--- src/hdl/bfs_regs.svh ---
// Constants for the breaker failure supervision block.
// Assumes inclusion by bare name from hdl/ sources and from the bench, with hdl/ on the include path.
`ifndef BFS_REGS_SVH
`define BFS_REGS_SVH

// Supervision timer width and reset value
`define BFS_TMR_W 16
`define BFS_TMR_RST 16'h0000
// Timer floor in the expiry test; a load of 0 still expires at count 0 through the plain load compare
`define BFS_TMR_MIN 16'h0001
// Number of trip sources seen from the trip manager
`define BFS_NSRC 8
// Number of extra assignable trigger inputs
`define BFS_NEXT 3
// Output reset values
`define BFS_TRIP_RST 1'b0
`define BFS_LOCK_RST 1'b0

`endif

--- src/hdl/bfs_pkg.sv ---
// Types shared by the breaker failure supervision block.
// Assumes bfs_regs.svh sits beside it in hdl/.
`include "bfs_regs.svh"

package bfs_pkg;

  // Breaker-open detection scheme
  typedef enum logic [1:0] {
    BFS_SCH_POS,
    BFS_SCH_CUR,
    BFS_SCH_BOTH
  } bfs_scheme_type;

  // Which trip class starts the block
  typedef enum logic [1:0] {
    BFS_TRG_ALL,
    BFS_TRG_CUR,
    BFS_TRG_EXT,
    BFS_TRG_NONE
  } bfs_trig_mode_type;

  // Supervision state
  typedef enum logic [1:0] {
    BFS_ST_STANDBY,
    BFS_ST_TIMING,
    BFS_ST_REJECTED,
    BFS_ST_FAILED
  } bfs_state_type;

  // Static settings
  typedef struct packed {
    bfs_scheme_type scheme;
    bfs_trig_mode_type trig_mode;
    logic winding_sel;
    logic has_cur_meas;
    logic wide_freq;
    logic [`BFS_TMR_W-1:0] tmr_load;
  } bfs_cfg_type;

  // One trip source from the trip manager
  typedef struct packed {
    logic trip;
    logic is_cur;
    logic is_ext;
    logic on_breaker;
  } bfs_src_type;

  // Status flags
  typedef struct packed {
    logic standby;
    logic timing;
    logic rejected;
    logic blocked;
  } bfs_status_type;

endpackage

--- src/hdl/bfs_core.sv ---
// Breaker failure supervision: start decode, supervision timer, states,
// backup trip and latched lock.
// Assumes trip sources, current comparisons and frequency flag come from
// logic on sys_clk; position contacts and extra triggers are raw pins.
// What this block does
// RULE1 - Once started, timer runs on even if the trigger drops
// RULE2 - Timer expiring unstopped raises the backup breaker failure trip
// RULE3 - Detected breaker opening stops the timer, per selected scheme
// RULE4 - Opening seen while triggers remain active enters the rejected state
// RULE5 - Rejected returns to stand-by once all triggers have dropped
// RULE6 - Lock rises with the trip, stays latched until operator acknowledge
// RULE7 - Current scheme fails when current stays at or above threshold
// RULE8 - Position scheme fails when contacts never showed open
// RULE9 - Combined scheme fails only with current high and position not open
// RULE10 - Wide-frequency variant blocks current scheme on frequency deviation
// RULE11 - During deviation the combined scheme acts as position scheme
// RULE12 - Mode all: every trip on this breaker starts the block
// RULE13 - Mode current: only current trips on this breaker start it
// RULE14 - Mode external: only external trips on this breaker start it
// RULE15 - Mode none: only the extra trigger inputs start the block
// RULE16 - Trip classes need breaker assignment; extra triggers do not
// RULE17 - Supervised current taken from the selected winding side
// RULE18 - Without current measurement only the position scheme exists
// RULE19 - Timer starts only from stand-by, never restarts meanwhile
`timescale 1ns/1ps
`default_nettype none
`include "bfs_regs.svh"

module bfs_core (
  // Clock and reset
  input wire logic sys_clk,
  input wire logic rst,
  // Settings
  input wire bfs_pkg::bfs_cfg_type cfg,
  // Trip manager sources
  input wire bfs_pkg::bfs_src_type [`BFS_NSRC-1:0] src,
  // Extra assignable trigger pins
  input wire logic [`BFS_NEXT-1:0] ext_trig_pin,
  // Breaker position contact pins
  input wire logic pos_open_pin,
  input wire logic pos_closed_pin,
  // Current comparison per winding, at or above threshold
  input wire logic cur_high_w1,
  input wire logic cur_high_w2,
  // Frequency deviation beyond limit
  input wire logic freq_dev_high,
  // Operator acknowledge of the lock
  input wire logic lock_ack,
  // Results
  output var logic bf_trip,
  output var logic bf_lock,
  output var bfs_pkg::bfs_status_type status
);
  import bfs_pkg::*;

  logic [`BFS_NEXT-1:0] ext_trig;
  logic pos_open;
  logic pos_closed;
  logic [`BFS_NSRC-1:0] src_start;
  logic trig_any;
  logic cur_high;
  logic cur_block;
  bfs_scheme_type eff_scheme;
  logic brk_open;
  logic expire;
  bfs_state_type state_r;
  bfs_state_type state_nxt;
  logic [`BFS_TMR_W-1:0] tmr_r;
  logic trip_r;
  logic lock_r;
  bfs_status_type status_r;

  // Pins cross into sys_clk through the agreement synchroniser
  bfs_sync #(
    .W(`BFS_NEXT + 2)
  ) u_sync (
    .sys_clk(sys_clk),
    .rst(rst),
    .pin_in({ext_trig_pin, pos_open_pin, pos_closed_pin}),
    .level_out({ext_trig, pos_open, pos_closed})
  );

  // Per-source start decode by trigger mode and breaker assignment
  for (genvar i = 0; i < `BFS_NSRC; i++) begin : g_src
    logic cls_hit;
    always_comb begin
      case (cfg.trig_mode)
        BFS_TRG_ALL: cls_hit = src[i].trip; // [RULE12]
        BFS_TRG_CUR: cls_hit = src[i].trip & src[i].is_cur; // [RULE13]
        BFS_TRG_EXT: cls_hit = src[i].trip & src[i].is_ext; // [RULE14]
        default: cls_hit = 1'b0; // [RULE15]
      endcase
    end
    // Only trips routed to this breaker count
    assign src_start[i] = cls_hit & src[i].on_breaker; // [RULE16]
  end

  // Extra triggers bypass the breaker assignment
  assign trig_any = (|src_start) | (|ext_trig); // [RULE16]

  // Current from the chosen winding side
  assign cur_high = cfg.winding_sel ? cur_high_w2 : cur_high_w1; // [RULE17]

  // Current scheme unusable on frequency excursion
  assign cur_block = cfg.wide_freq & freq_dev_high; // [RULE10]

  // Effective scheme after variant and frequency limits
  always_comb begin
    eff_scheme = cfg.scheme;
    if (!cfg.has_cur_meas) begin
      eff_scheme = BFS_SCH_POS; // [RULE18]
    end else if (cur_block && cfg.scheme == BFS_SCH_BOTH) begin
      eff_scheme = BFS_SCH_POS; // [RULE11]
    end
  end

  // Breaker-open detection; failure is the absence of it at expiry
  always_comb begin
    case (eff_scheme)
      BFS_SCH_POS: brk_open = pos_open & ~pos_closed; // [RULE8]
      BFS_SCH_CUR: brk_open = ~cur_high; // [RULE7]
      BFS_SCH_BOTH: brk_open = ~cur_high | (pos_open & ~pos_closed); // [RULE9]
      default: brk_open = 1'b1;
    endcase
  end

  // Last count of a run that was not stopped
  assign expire = (tmr_r >= cfg.tmr_load) || (tmr_r >= `BFS_TMR_MIN && cfg.tmr_load < `BFS_TMR_MIN);

  // State sequencing
  always_comb begin
    state_nxt = state_r;
    case (state_r)
      BFS_ST_STANDBY: begin
        if (trig_any && !(cur_block && eff_scheme == BFS_SCH_CUR)) begin
          state_nxt = BFS_ST_TIMING; // [RULE19]
        end
      end
      BFS_ST_TIMING: begin
        if (cur_block && eff_scheme == BFS_SCH_CUR) begin
          state_nxt = BFS_ST_STANDBY; // [RULE10]
        end else if (brk_open) begin
          // Opening stops the timer; linger while triggers hold
          state_nxt = trig_any ? BFS_ST_REJECTED : BFS_ST_STANDBY; // [RULE3] [RULE4]
        end else if (expire) begin
          state_nxt = BFS_ST_FAILED; // [RULE2]
        end
      end
      BFS_ST_REJECTED: begin
        if (!trig_any) begin
          state_nxt = BFS_ST_STANDBY; // [RULE5]
        end
      end
      BFS_ST_FAILED: begin
        // Trip drops with the triggers; the lock stays behind
        if (!trig_any) begin
          state_nxt = BFS_ST_STANDBY;
        end
      end
      default: state_nxt = BFS_ST_STANDBY;
    endcase
  end

  // State register
  always_ff @(posedge sys_clk or posedge rst) begin
    if (rst) begin
      state_r <= BFS_ST_STANDBY;
    end else begin
      state_r <= state_nxt;
    end
  end

  // Supervision timer counts in TIMING regardless of the trigger level
  always_ff @(posedge sys_clk or posedge rst) begin
    if (rst) begin
      tmr_r <= `BFS_TMR_RST;
    end else if (state_r == BFS_ST_TIMING && state_nxt == BFS_ST_TIMING) begin
      tmr_r <= tmr_r + 1'b1; // [RULE1]
    end else begin
      tmr_r <= `BFS_TMR_RST;
    end
  end

  // Backup trip follows the failed state
  always_ff @(posedge sys_clk or posedge rst) begin
    if (rst) begin
      trip_r <= `BFS_TRIP_RST;
    end else begin
      trip_r <= (state_nxt == BFS_ST_FAILED); // [RULE2]
    end
  end

  // Lock sets with the trip; a new failure beats a same-cycle acknowledge
  always_ff @(posedge sys_clk or posedge rst) begin
    if (rst) begin
      lock_r <= `BFS_LOCK_RST;
    end else if (state_nxt == BFS_ST_FAILED) begin
      lock_r <= 1'b1; // [RULE6]
    end else if (lock_ack) begin
      lock_r <= 1'b0; // [RULE6]
    end
  end

  // Status flags, registered so every output is a flop
  always_ff @(posedge sys_clk or posedge rst) begin
    if (rst) begin
      status_r <= '0;
    end else begin
      status_r.standby <= (state_nxt == BFS_ST_STANDBY);
      status_r.timing <= (state_nxt == BFS_ST_TIMING);
      status_r.rejected <= (state_nxt == BFS_ST_REJECTED);
      status_r.blocked <= cur_block && eff_scheme == BFS_SCH_CUR;
    end
  end

  assign bf_trip = trip_r;
  assign bf_lock = lock_r;
  assign status = status_r;
endmodule

`default_nettype wire

--- src/hdl/bfs_sync.sv ---
// Three-stage pin synchroniser with agreement check.
// Assumes asynchronous pins; output changes once stages two and three agree.
`timescale 1ns/1ps
`default_nettype none

module bfs_sync #(
  parameter int W = 1
) (
  // Clock and reset
  input wire logic sys_clk,
  input wire logic rst,
  // Pins and clean levels
  input wire logic [W-1:0] pin_in,
  output var logic [W-1:0] level_out
);

  logic [W-1:0] s1_r;
  logic [W-1:0] s2_r;
  logic [W-1:0] s3_r;

  // Chain; first stage feeds only the second
  always_ff @(posedge sys_clk or posedge rst) begin
    if (rst) begin
      s1_r <= '0;
      s2_r <= '0;
      s3_r <= '0;
    end else begin
      s1_r <= pin_in;
      s2_r <= s1_r;
      s3_r <= s2_r;
    end
  end

  // Per bit: a new value counts only when two stages agree
  for (genvar i = 0; i < W; i++) begin : g_bit
    logic lvl_r;
    always_ff @(posedge sys_clk or posedge rst) begin
      if (rst) begin
        lvl_r <= 1'b0;
      end else if (s2_r[i] == s3_r[i]) begin
        lvl_r <= s3_r[i];
      end
    end
    // One flop per bit keeps a single writer for each output bit
    assign level_out[i] = lvl_r;
  end

endmodule

`default_nettype wire
--- config.mk ---
export PLATFORM = sky130hd
export DESIGN_NAME = bfs_core
export DESIGN_NICKNAME = d
export VERILOG_FILES = /design/src/hdl/bfs_pkg.sv /design/src/hdl/bfs_core.sv /design/src/hdl/bfs_sync.sv
export VERILOG_INCLUDE_DIRS = /design/src /design/src/hdl
export SDC_FILE = /design/constraint.sdc
export NUM_CORES = 1
export LEC_CHECK = 0
export ABC_AREA = 0
export BUFFER_PORTS_ARGS = -buffer_cell sky130_fd_sc_hd__buf_2
export CAP_MARGIN = 40
export CORE_AREA = 2 2 74 76
export DETAILED_ROUTE_END_ITERATION = 10
export DIE_AREA = 0 0 76 78
export GPL_ROUTABILITY_DRIVEN = 0
export PLACE_DENSITY = 0.84
export SYNTH_ARGS = -nofsm -noshare
export SYNTH_HDL_FRONTEND = slang
export SYNTH_SLANG_ARGS = --single-unit
--- constraint.sdc ---
create_clock -name sys_clk -period 3.18 [get_ports sys_clk]
set_input_delay 0.159 -clock sys_clk [delete_from_list [all_inputs] [get_ports sys_clk]]
set_output_delay 0.159 -clock sys_clk [all_outputs]
set_load 0.005 [all_outputs]
Yosys cells after proc, flatten, opt, wreduce, memory -nomap -nowiden

Cells that the tools add are included.

Bits of input ports: 66
Word-level logic and storage cells: 103
Register bits: 44
Output and inout port bits: 6

Reductions and logical operators: 15
Eq/ne operators: 16
Bitwise gates (word level): 30
Order comparisons: 3
Muxes and demuxes: 22
Add/sub/neg operators: 1

Operators by type and width:

| kind                    | count |
|---|---|
| $pmux W1 S3             | 9 |
| $and A1 B1 Y1           | 26 |
| $add A16 B1 Y16 const B | 1 |
| $ge A16 B1 Y1 const B   | 1 |
| $ge A16 B16 Y1          | 1 |
| $lt A16 B1 Y1 const B   | 1 |
| $mux W16                | 1 |
| $mux W2                 | 8 |
| $eq A2 B2 Y1 const B    | 7 |
| $eq A2 B1 Y1 const B    | 4 |
| $logic_not A2 Y1        | 4 |
| $reduce_or A8 Y1        | 1 |
| $pmux W2 S3             | 1 |
| $eq A1 B1 Y1            | 5 |
| $logic_and A1 B1 Y1     | 5 |
| $mux W1                 | 3 |
| $reduce_or A3 Y1        | 1 |
| $not A1 Y1              | 2 |
| $or A1 B1 Y1            | 2 |
| $reduce_bool A2 Y1      | 1 |
| $reduce_or A2 Y1        | 1 |
| $logic_not A1 Y1        | 1 |
| $logic_or A1 B1 Y1      | 1 |

Depth between registers and ports, before layout

Word-level depth: 13
Depth in mapped cells: 9
Mapped depth without buffers: 8

Modules after synthesis

A second synthesis with hierarchy kept.

Cell total of the unflattened synthesis: 241
Area total of the unflattened synthesis: 2443.6 sq um

Modules (own cells, without submodules):

| module   | cells each | area each (sq um) | instances | seq. area each (sq um) |
|---|---|---|---|---|
| bfs_core | 210        | 1845.5            | 1         | 600.6 |
| bfs_sync | 31         | 598.1             | 1         | 500.5 |

Worst setup path after synthesis

No wires, ideal clock.

Path kind: register -> register
Start: register tmr_r[0]
End: register state_r[1]
Data required time: 3.053 ns
Arrival: 2.009 ns
Setup time: 0.127 ns
Slack: 1.044 ns
Buffers on the path: 0
Clock period less this slack: 2.136 ns
Stages on the path, launching flop included: 9
Path through: dfrtp_1 -> inv_1 -> ha_1 -> nand2b_1 -> a2111oi_2 -> nor3_1 -> o311ai_4 -> a21boi_1 -> or2_2

Word-level cells in the longest chain between the ends: 7
Elaborated cells on any way between the ends: 8
Those cells by class: 2 x order compare; 4 x mux; 2 x reduce/logical

RTL lines:

| what                          | line            | source |
|---|---|---|
| start, declared               | bfs_core.sv:68  | `` logic [`BFS_TMR_W-1:0] tmr_r; `` |
| start signal, assigned        | bfs_core.sv:176 | `` tmr_r <= `BFS_TMR_RST; `` |
| start signal, assigned        | bfs_core.sv:178 | `tmr_r <= tmr_r + 1'b1;` |
| start signal, assigned        | bfs_core.sv:180 | `` tmr_r <= `BFS_TMR_RST; `` |
| $ge A16 B1 Y1 (no line)       | n/a             |  |
| $logic_and A1 B1 Y1 (no line) | n/a             |  |
| $logic_or A1 B1 Y1 (*)        | bfs_core.sv:128 | `` assign expire = (tmr_r >= cfg.tmr_load) \|\| (tmr_r >= `BFS_TMR_MIN && cfg.tmr_load < `BFS_TMR_MIN); `` |
| $mux W2 (*)                   | bfs_core.sv:145 | `end else if (expire) begin` |
| $mux W2 (*)                   | bfs_core.sv:142 | `end else if (brk_open) begin` |
| $mux W2 (*)                   | bfs_core.sv:140 | `if (cur_block && eff_scheme == BFS_SCH_CUR) begin` |
| $pmux W2 S3 (*)               | bfs_core.sv:133 | `case (state_r)` |
| net state_nxt[1]              | bfs_core.sv:67  | `bfs_state_type state_nxt;` |
| end signal, assigned          | bfs_core.sv:169 | `state_r <= state_nxt;` |
| end, declared                 | bfs_core.sv:66  | `bfs_state_type state_r;` |

The timed path passes the listed nets; every way through them passes the cells marked *.
A chain may end at the register's enable or synchronous reset.

Worst setup path after layout

Start: register tmr_r[0]
End: register tmr_r[7]

Word-level cells in the longest chain between the ends: 10
Elaborated cells on any way between the ends: 12
Those cells by class: 1 x add/sub; 2 x order compare; 1 x eq/ne; 5 x mux; 3 x reduce/logical

RTL lines:

| what                          | line            | source |
|---|---|---|
| $ge A16 B1 Y1 (no line)       | n/a             |  |
| $logic_and A1 B1 Y1 (no line) | n/a             |  |
| $logic_or A1 B1 Y1            | bfs_core.sv:128 |  |
| $mux W2                       | bfs_core.sv:145 |  |
| $mux W2                       | bfs_core.sv:142 |  |
| $mux W2                       | bfs_core.sv:140 |  |
| $pmux W2 S3                   | bfs_core.sv:133 |  |
| $eq A2 B1 Y1                  | bfs_core.sv:177 | `end else if (state_r == BFS_ST_TIMING && state_nxt == BFS_ST_TIMING) begin` |
| $logic_and A1 B1 Y1           | bfs_core.sv:177 |  |
| $mux W16 (*)                  | bfs_core.sv:177 |  |

Every way passes the cells marked *; elsewhere a longest branch is shown, timed or not.

==> results.md <==
- The flow ran to the end, and the final reports show no timing, DRC or antenna violations.
- The first-iteration detailed-routing DRC count is 100.
- The most frequently used cell type in the post-synthesis netlist is sky130_fd_sc_hd__dfrtp_1.
- The share of the cycle needed by the critical path after routing is 0.766.
- The number of global-route vias before repair is 1985.
- The routed length per instance is 12.5 um.
- In the synthesized netlist, the cells that appear most often are 44 x sky130_fd_sc_hd__dfrtp_1, 24 x sky130_fd_sc_hd__inv_1, 23 x sky130_fd_sc_hd__nor2_1.
- In the routed design, unresolved DRC markers number 0.
- After legalization and detailed placement, the total HPWL measured 3820 um.
- The first global-routing pass estimated 8380 um of wire.
- For this run, the post-layout net count is 409.
- In this run, CTS created clock tree buffers numbering 5.
- The largest net degree at the start of global routing is 45.
- The share of total power consumed by net switching is 0.282.
- The number of sinks on the clock net is 44.
- The via count of the routed design is 2006.
- The H-tree was split into 2 levels.
- The max-slew violation count was 0.
- After synthesis the netlist holds a flip-flop and latch count of 44.
- The register area share after synthesis is 0.452.
- The combinational share of power is 0.207.
- The I/O pin count is 72.
- Once the clock tree was built, the setup fixing pass inserted 0 buffers.
- The worst clock skew is 0.00611 ns.
- The worst path arrival time is 2.66 ns.
- After layout, the design draws a total of 0.00138 W.
- Wires add up to 4880 um.
- The time the final worst path needs with I/O delays and setup is 2.43 ns.
- The required time of the worst setup path is 3.41 ns.
- The biggest area contributor in the post-synthesis netlist is sky130_fd_sc_hd__dfrtp_1.
- The flip-flop cell with the highest count after synthesis is sky130_fd_sc_hd__dfrtp_1.
- The internal power of the cells is 0.000993 W.
- The number of routed nets with antenna violations is 0.
- For this run, asynchronously set or reset flops after synthesis account for 1.00.
- The placeable core region is 5040 sq um.
- The clock-pin slew on the worst setup and hold paths is 0.09 ns.
- The share of synthesized cell area in and, or, nand and nor gates is 0.197.
- The worst vdd rail ir drop is 0.324 mV.
- The fraction of synthesized area in multiplexers is 0.0380.
- The synthesized net count is 326.
- The share of total power dissipated in sequential elements is 0.476.
- The share of synthesized area in the top cell type comes to 0.452.
- At the pin with the least slew margin, the transition time is 0.526 ns.
- In the routed layout, each cell is associated on average with a via count of 5.12.
- The count of antenna diodes in the layout is 0.
- The floorplan has 26 rows.
- The type of destination of the critical path is a flip-flop.
- The fraction of the mapped netlist area in compound gates came to 0.0853.
- The worst setup path category is reg -> reg.
- The worst setup path is launched from a flip-flop.
- The warning count from the yosys run is 0.
- In this run the static leakage power is 1.49 nW.
- The adder-cell share of the synthesized area is 0.134.
- The worst-path maximum fanout is 16.
- The pre-antenna-repair detailed-routing pass consisted of 4 iterations.
- Traced cell by cell, the critical path runs through inv_1 > ha_1 > nand2b_1 > a2111oi_2 > nor3_1 > o311ai_4 > nand3_2 > nor2_1.
- For this design the ratio of total power to cell area is 454 nW/um^2.
- The number of synthesized flops with an enable pin is 0.
- The switching power summed over all nets is 0.000390 W.
- The highest attainable clock frequency is 411 MHz.
- The initial utilization of the core area, before any placement, comes to 0.483.
- The total global routing overflow is 0.
- The count of endpoints failing hold in the final timing report is 0.
- In the final timing run, aggregate negative setup slack is 0 ns.
- The relative contribution of the clock network to total power is 0.317.
- The total standard cell area after synthesis is 2430 sq um.
- The worst hold path belongs to the class in -> reg.
- The TritonCTS clock tree is done.
- The later-pin clock latency in the skew report is 0.31 ns.
- The root buffer selected by CTS is sky130_fd_sc_hd__clkbuf_8.
- After synthesis, the netlist uses 44 different library cells.
- The delay of the slowest cell on the worst path is 0.43 ns.
- Setup violations remaining at the end of the flow were counted as 0.
- The die outline width is 76 um.
- The post-cts gate resize count is 0.
- By area the synthesized netlist is led by sky130_fd_sc_hd__dfrtp_1 45%, sky130_fd_sc_hd__ha_1 11%, sky130_fd_sc_hd__inv_1 3.7%.
- In this run the vertical extent of the chip is 78 um.
- Relative to the synthesized area, the layout overhead comes to 25.0%.
- The initial antenna violation count was 0.
- The average size of a mapped cell is 10.2 sq um.
- Counting every instance in the synthesized netlist gives 238.
- The clock tree buffer depth is 2.
- The remaining max-slew budget at the tightest pin is 0.649.
- For this run, the total global-route usage over all layers was measured as 0.176.
- The slowest cell on the critical path is sky130_fd_sc_hd__dfrtp_1.
- The count of buffers from port buffering is 71.
- Of the total synthesized cell area, the portion taken by XOR and XNOR cells is 0.0504.
- The combinational family with the most area after synthesis is simple AND/OR/NAND/NOR gates.
- The fraction of layout cells with a size suffix above 1 is 0.276.
- The number of violations of the max-capacitance limit is 0.
- The floorplan step defined a die boundary enclosing 5930 sq um.
- Setup repair after global routing left no endpoint under its margin.
==> power groups by stage <==
stage | combinational (W) | clock (W) | sequential, W
final | 0.000287 | 0.000438 | 0.000659
after global routing | 0.000328 | 0.000470 | 0.000668
after CTS | 0.000290 | 0.000450 | 0.000659
after detailed placement | 0.000283 | 0 | 0.000670
after global placement | 0.000271 | 0 | 0.000668
after floorplan | 0.000169 | 0 | 0.000667
==> final cells by class <==
type,instances,area [sq um]
clock buffers,5,68.8
clock inverters,3,46.3
fillers,413,2000
inverters,24,90.1
multi-input cells,168,1230
flip-flops and latches,44,1100
well taps,70,87.6
repair buffers,78,423
==> cell usage in the layout (no fill, tap or decap), types with 2 or more instances in the layout <==
cell type,netlist,layout
sky130_fd_sc_hd__o21ai_0,3,3
sky130_fd_sc_hd__nor2_1,23,23
sky130_fd_sc_hd__and2_1,2,2
sky130_fd_sc_hd__inv_1,24,23
sky130_fd_sc_hd__nand3_1,9,9
sky130_fd_sc_hd__maj3_1,5,5
sky130_fd_sc_hd__nand2_1,20,20
sky130_fd_sc_hd__buf_2,1,71
sky130_fd_sc_hd__o21a_1,2,2
sky130_fd_sc_hd__mux2_2,2,2
sky130_fd_sc_hd__dlygate4sd3_1,0,6
sky130_fd_sc_hd__xnor2_1,7,7
sky130_fd_sc_hd__clkbuf_8,0,5
sky130_fd_sc_hd__nor3_1,5,5
sky130_fd_sc_hd__xor2_1,7,7
sky130_fd_sc_hd__and3_1,7,7
sky130_fd_sc_hd__nor4_1,9,9
sky130_fd_sc_hd__mux2i_1,7,7
sky130_fd_sc_hd__ha_1,22,22
sky130_fd_sc_hd__nand4_1,6,6
sky130_fd_sc_hd__o22ai_1,3,3
sky130_fd_sc_hd__dfrtp_1,44,44
sky130_fd_sc_hd__a21oi_1,6,6
sky130_fd_sc_hd__nand2b_1,2,2
==> cells by family (layout without fill, tap and decap cells) <==
group | Yosys count | in the layout
simple gates | 92 | 92
fa+ha+maj | 27 | 27
buf+inv | 26 | 110
mux | 9 | 9
compound gates | 26 | 26
flops | 44 | 44
xor+xnor | 14 | 14
==> worst max-delay path, delay by kind of cell, from the launching register on <==
kind,cells,cell delay [ns]
flip-flops,1,0.43
AND/OR/NAND/NOR,4,0.88
AO/OA/AOI/OAI,2,0.69
buffers and inverters,1,0.09
adder cells (fa/ha/maj),1,0.27
==> final timing paths <==
path                                      from  cells past startpoint  slack [ns]              to
worst min register to register  u_sync.s1_r[0]                      0        0.35  u_sync.s2_r[0]
worst max-delay path                  tmr_r[0]                      8        0.75        tmr_r[7]
min in group asynchronous                  rst                      4        0.52        tmr_r[8]
max in group asynchronous                  rst                      4        2.31  u_sync.s2_r[3]
worst min-delay path                   cfg[22]                      2         0.1       status[0]
worst max register to register        tmr_r[0]                      8        0.75        tmr_r[7]
==> per-stage QoR <==
stage / instances / setup slack [ns] / util / area [sq um] / hold WS (ns)
floorplan: 238 / 1.04 / - / 2430 / 0.190
global placement: 378 / 0.925 / 0.569 / 2870 / 0.267
detailed placement: 378 / 0.739 / 0.569 / 2870 / 0.268
CTS: 392 / 0.715 / 0.604 / 3040 / 0.0844
global route: 392 / 0.578 / 0.604 / 3040 / 0.0957
finish: 392 / 0.745 / 0.604 / 3040 / 0.0980
==> per-layer routing <==
layer / share of wire / track usage
met5: 0 / 0
met4: 0.015 / 0.0564
met3: 0.060 / 0.0570
met2: 0.50 / 0.313
met1: 0.43 / 0.203
==> repair_timing <==
action                     4_1_cts  5_1_grt
hold endpoints to repair        49        0
hold buffers                     6        0
setup endpoints to repair        0        0
==> flip-flops by register name, summed over array words and instances, names as in the netlist <==
| signal | cells |
|---|---|
| bf_lock | 1 |
| bf_trip | 1 |
| state_r | 2 |
| status | 4 |
| tmr_r | 16 |
| u_sync.g_bit.lvl_r | 5 |
| u_sync.s1_r | 5 |
| u_sync.s2_r | 5 |
| u_sync.s3_r | 5 |
No activity file was read; power rests on OpenSTA's default activity.
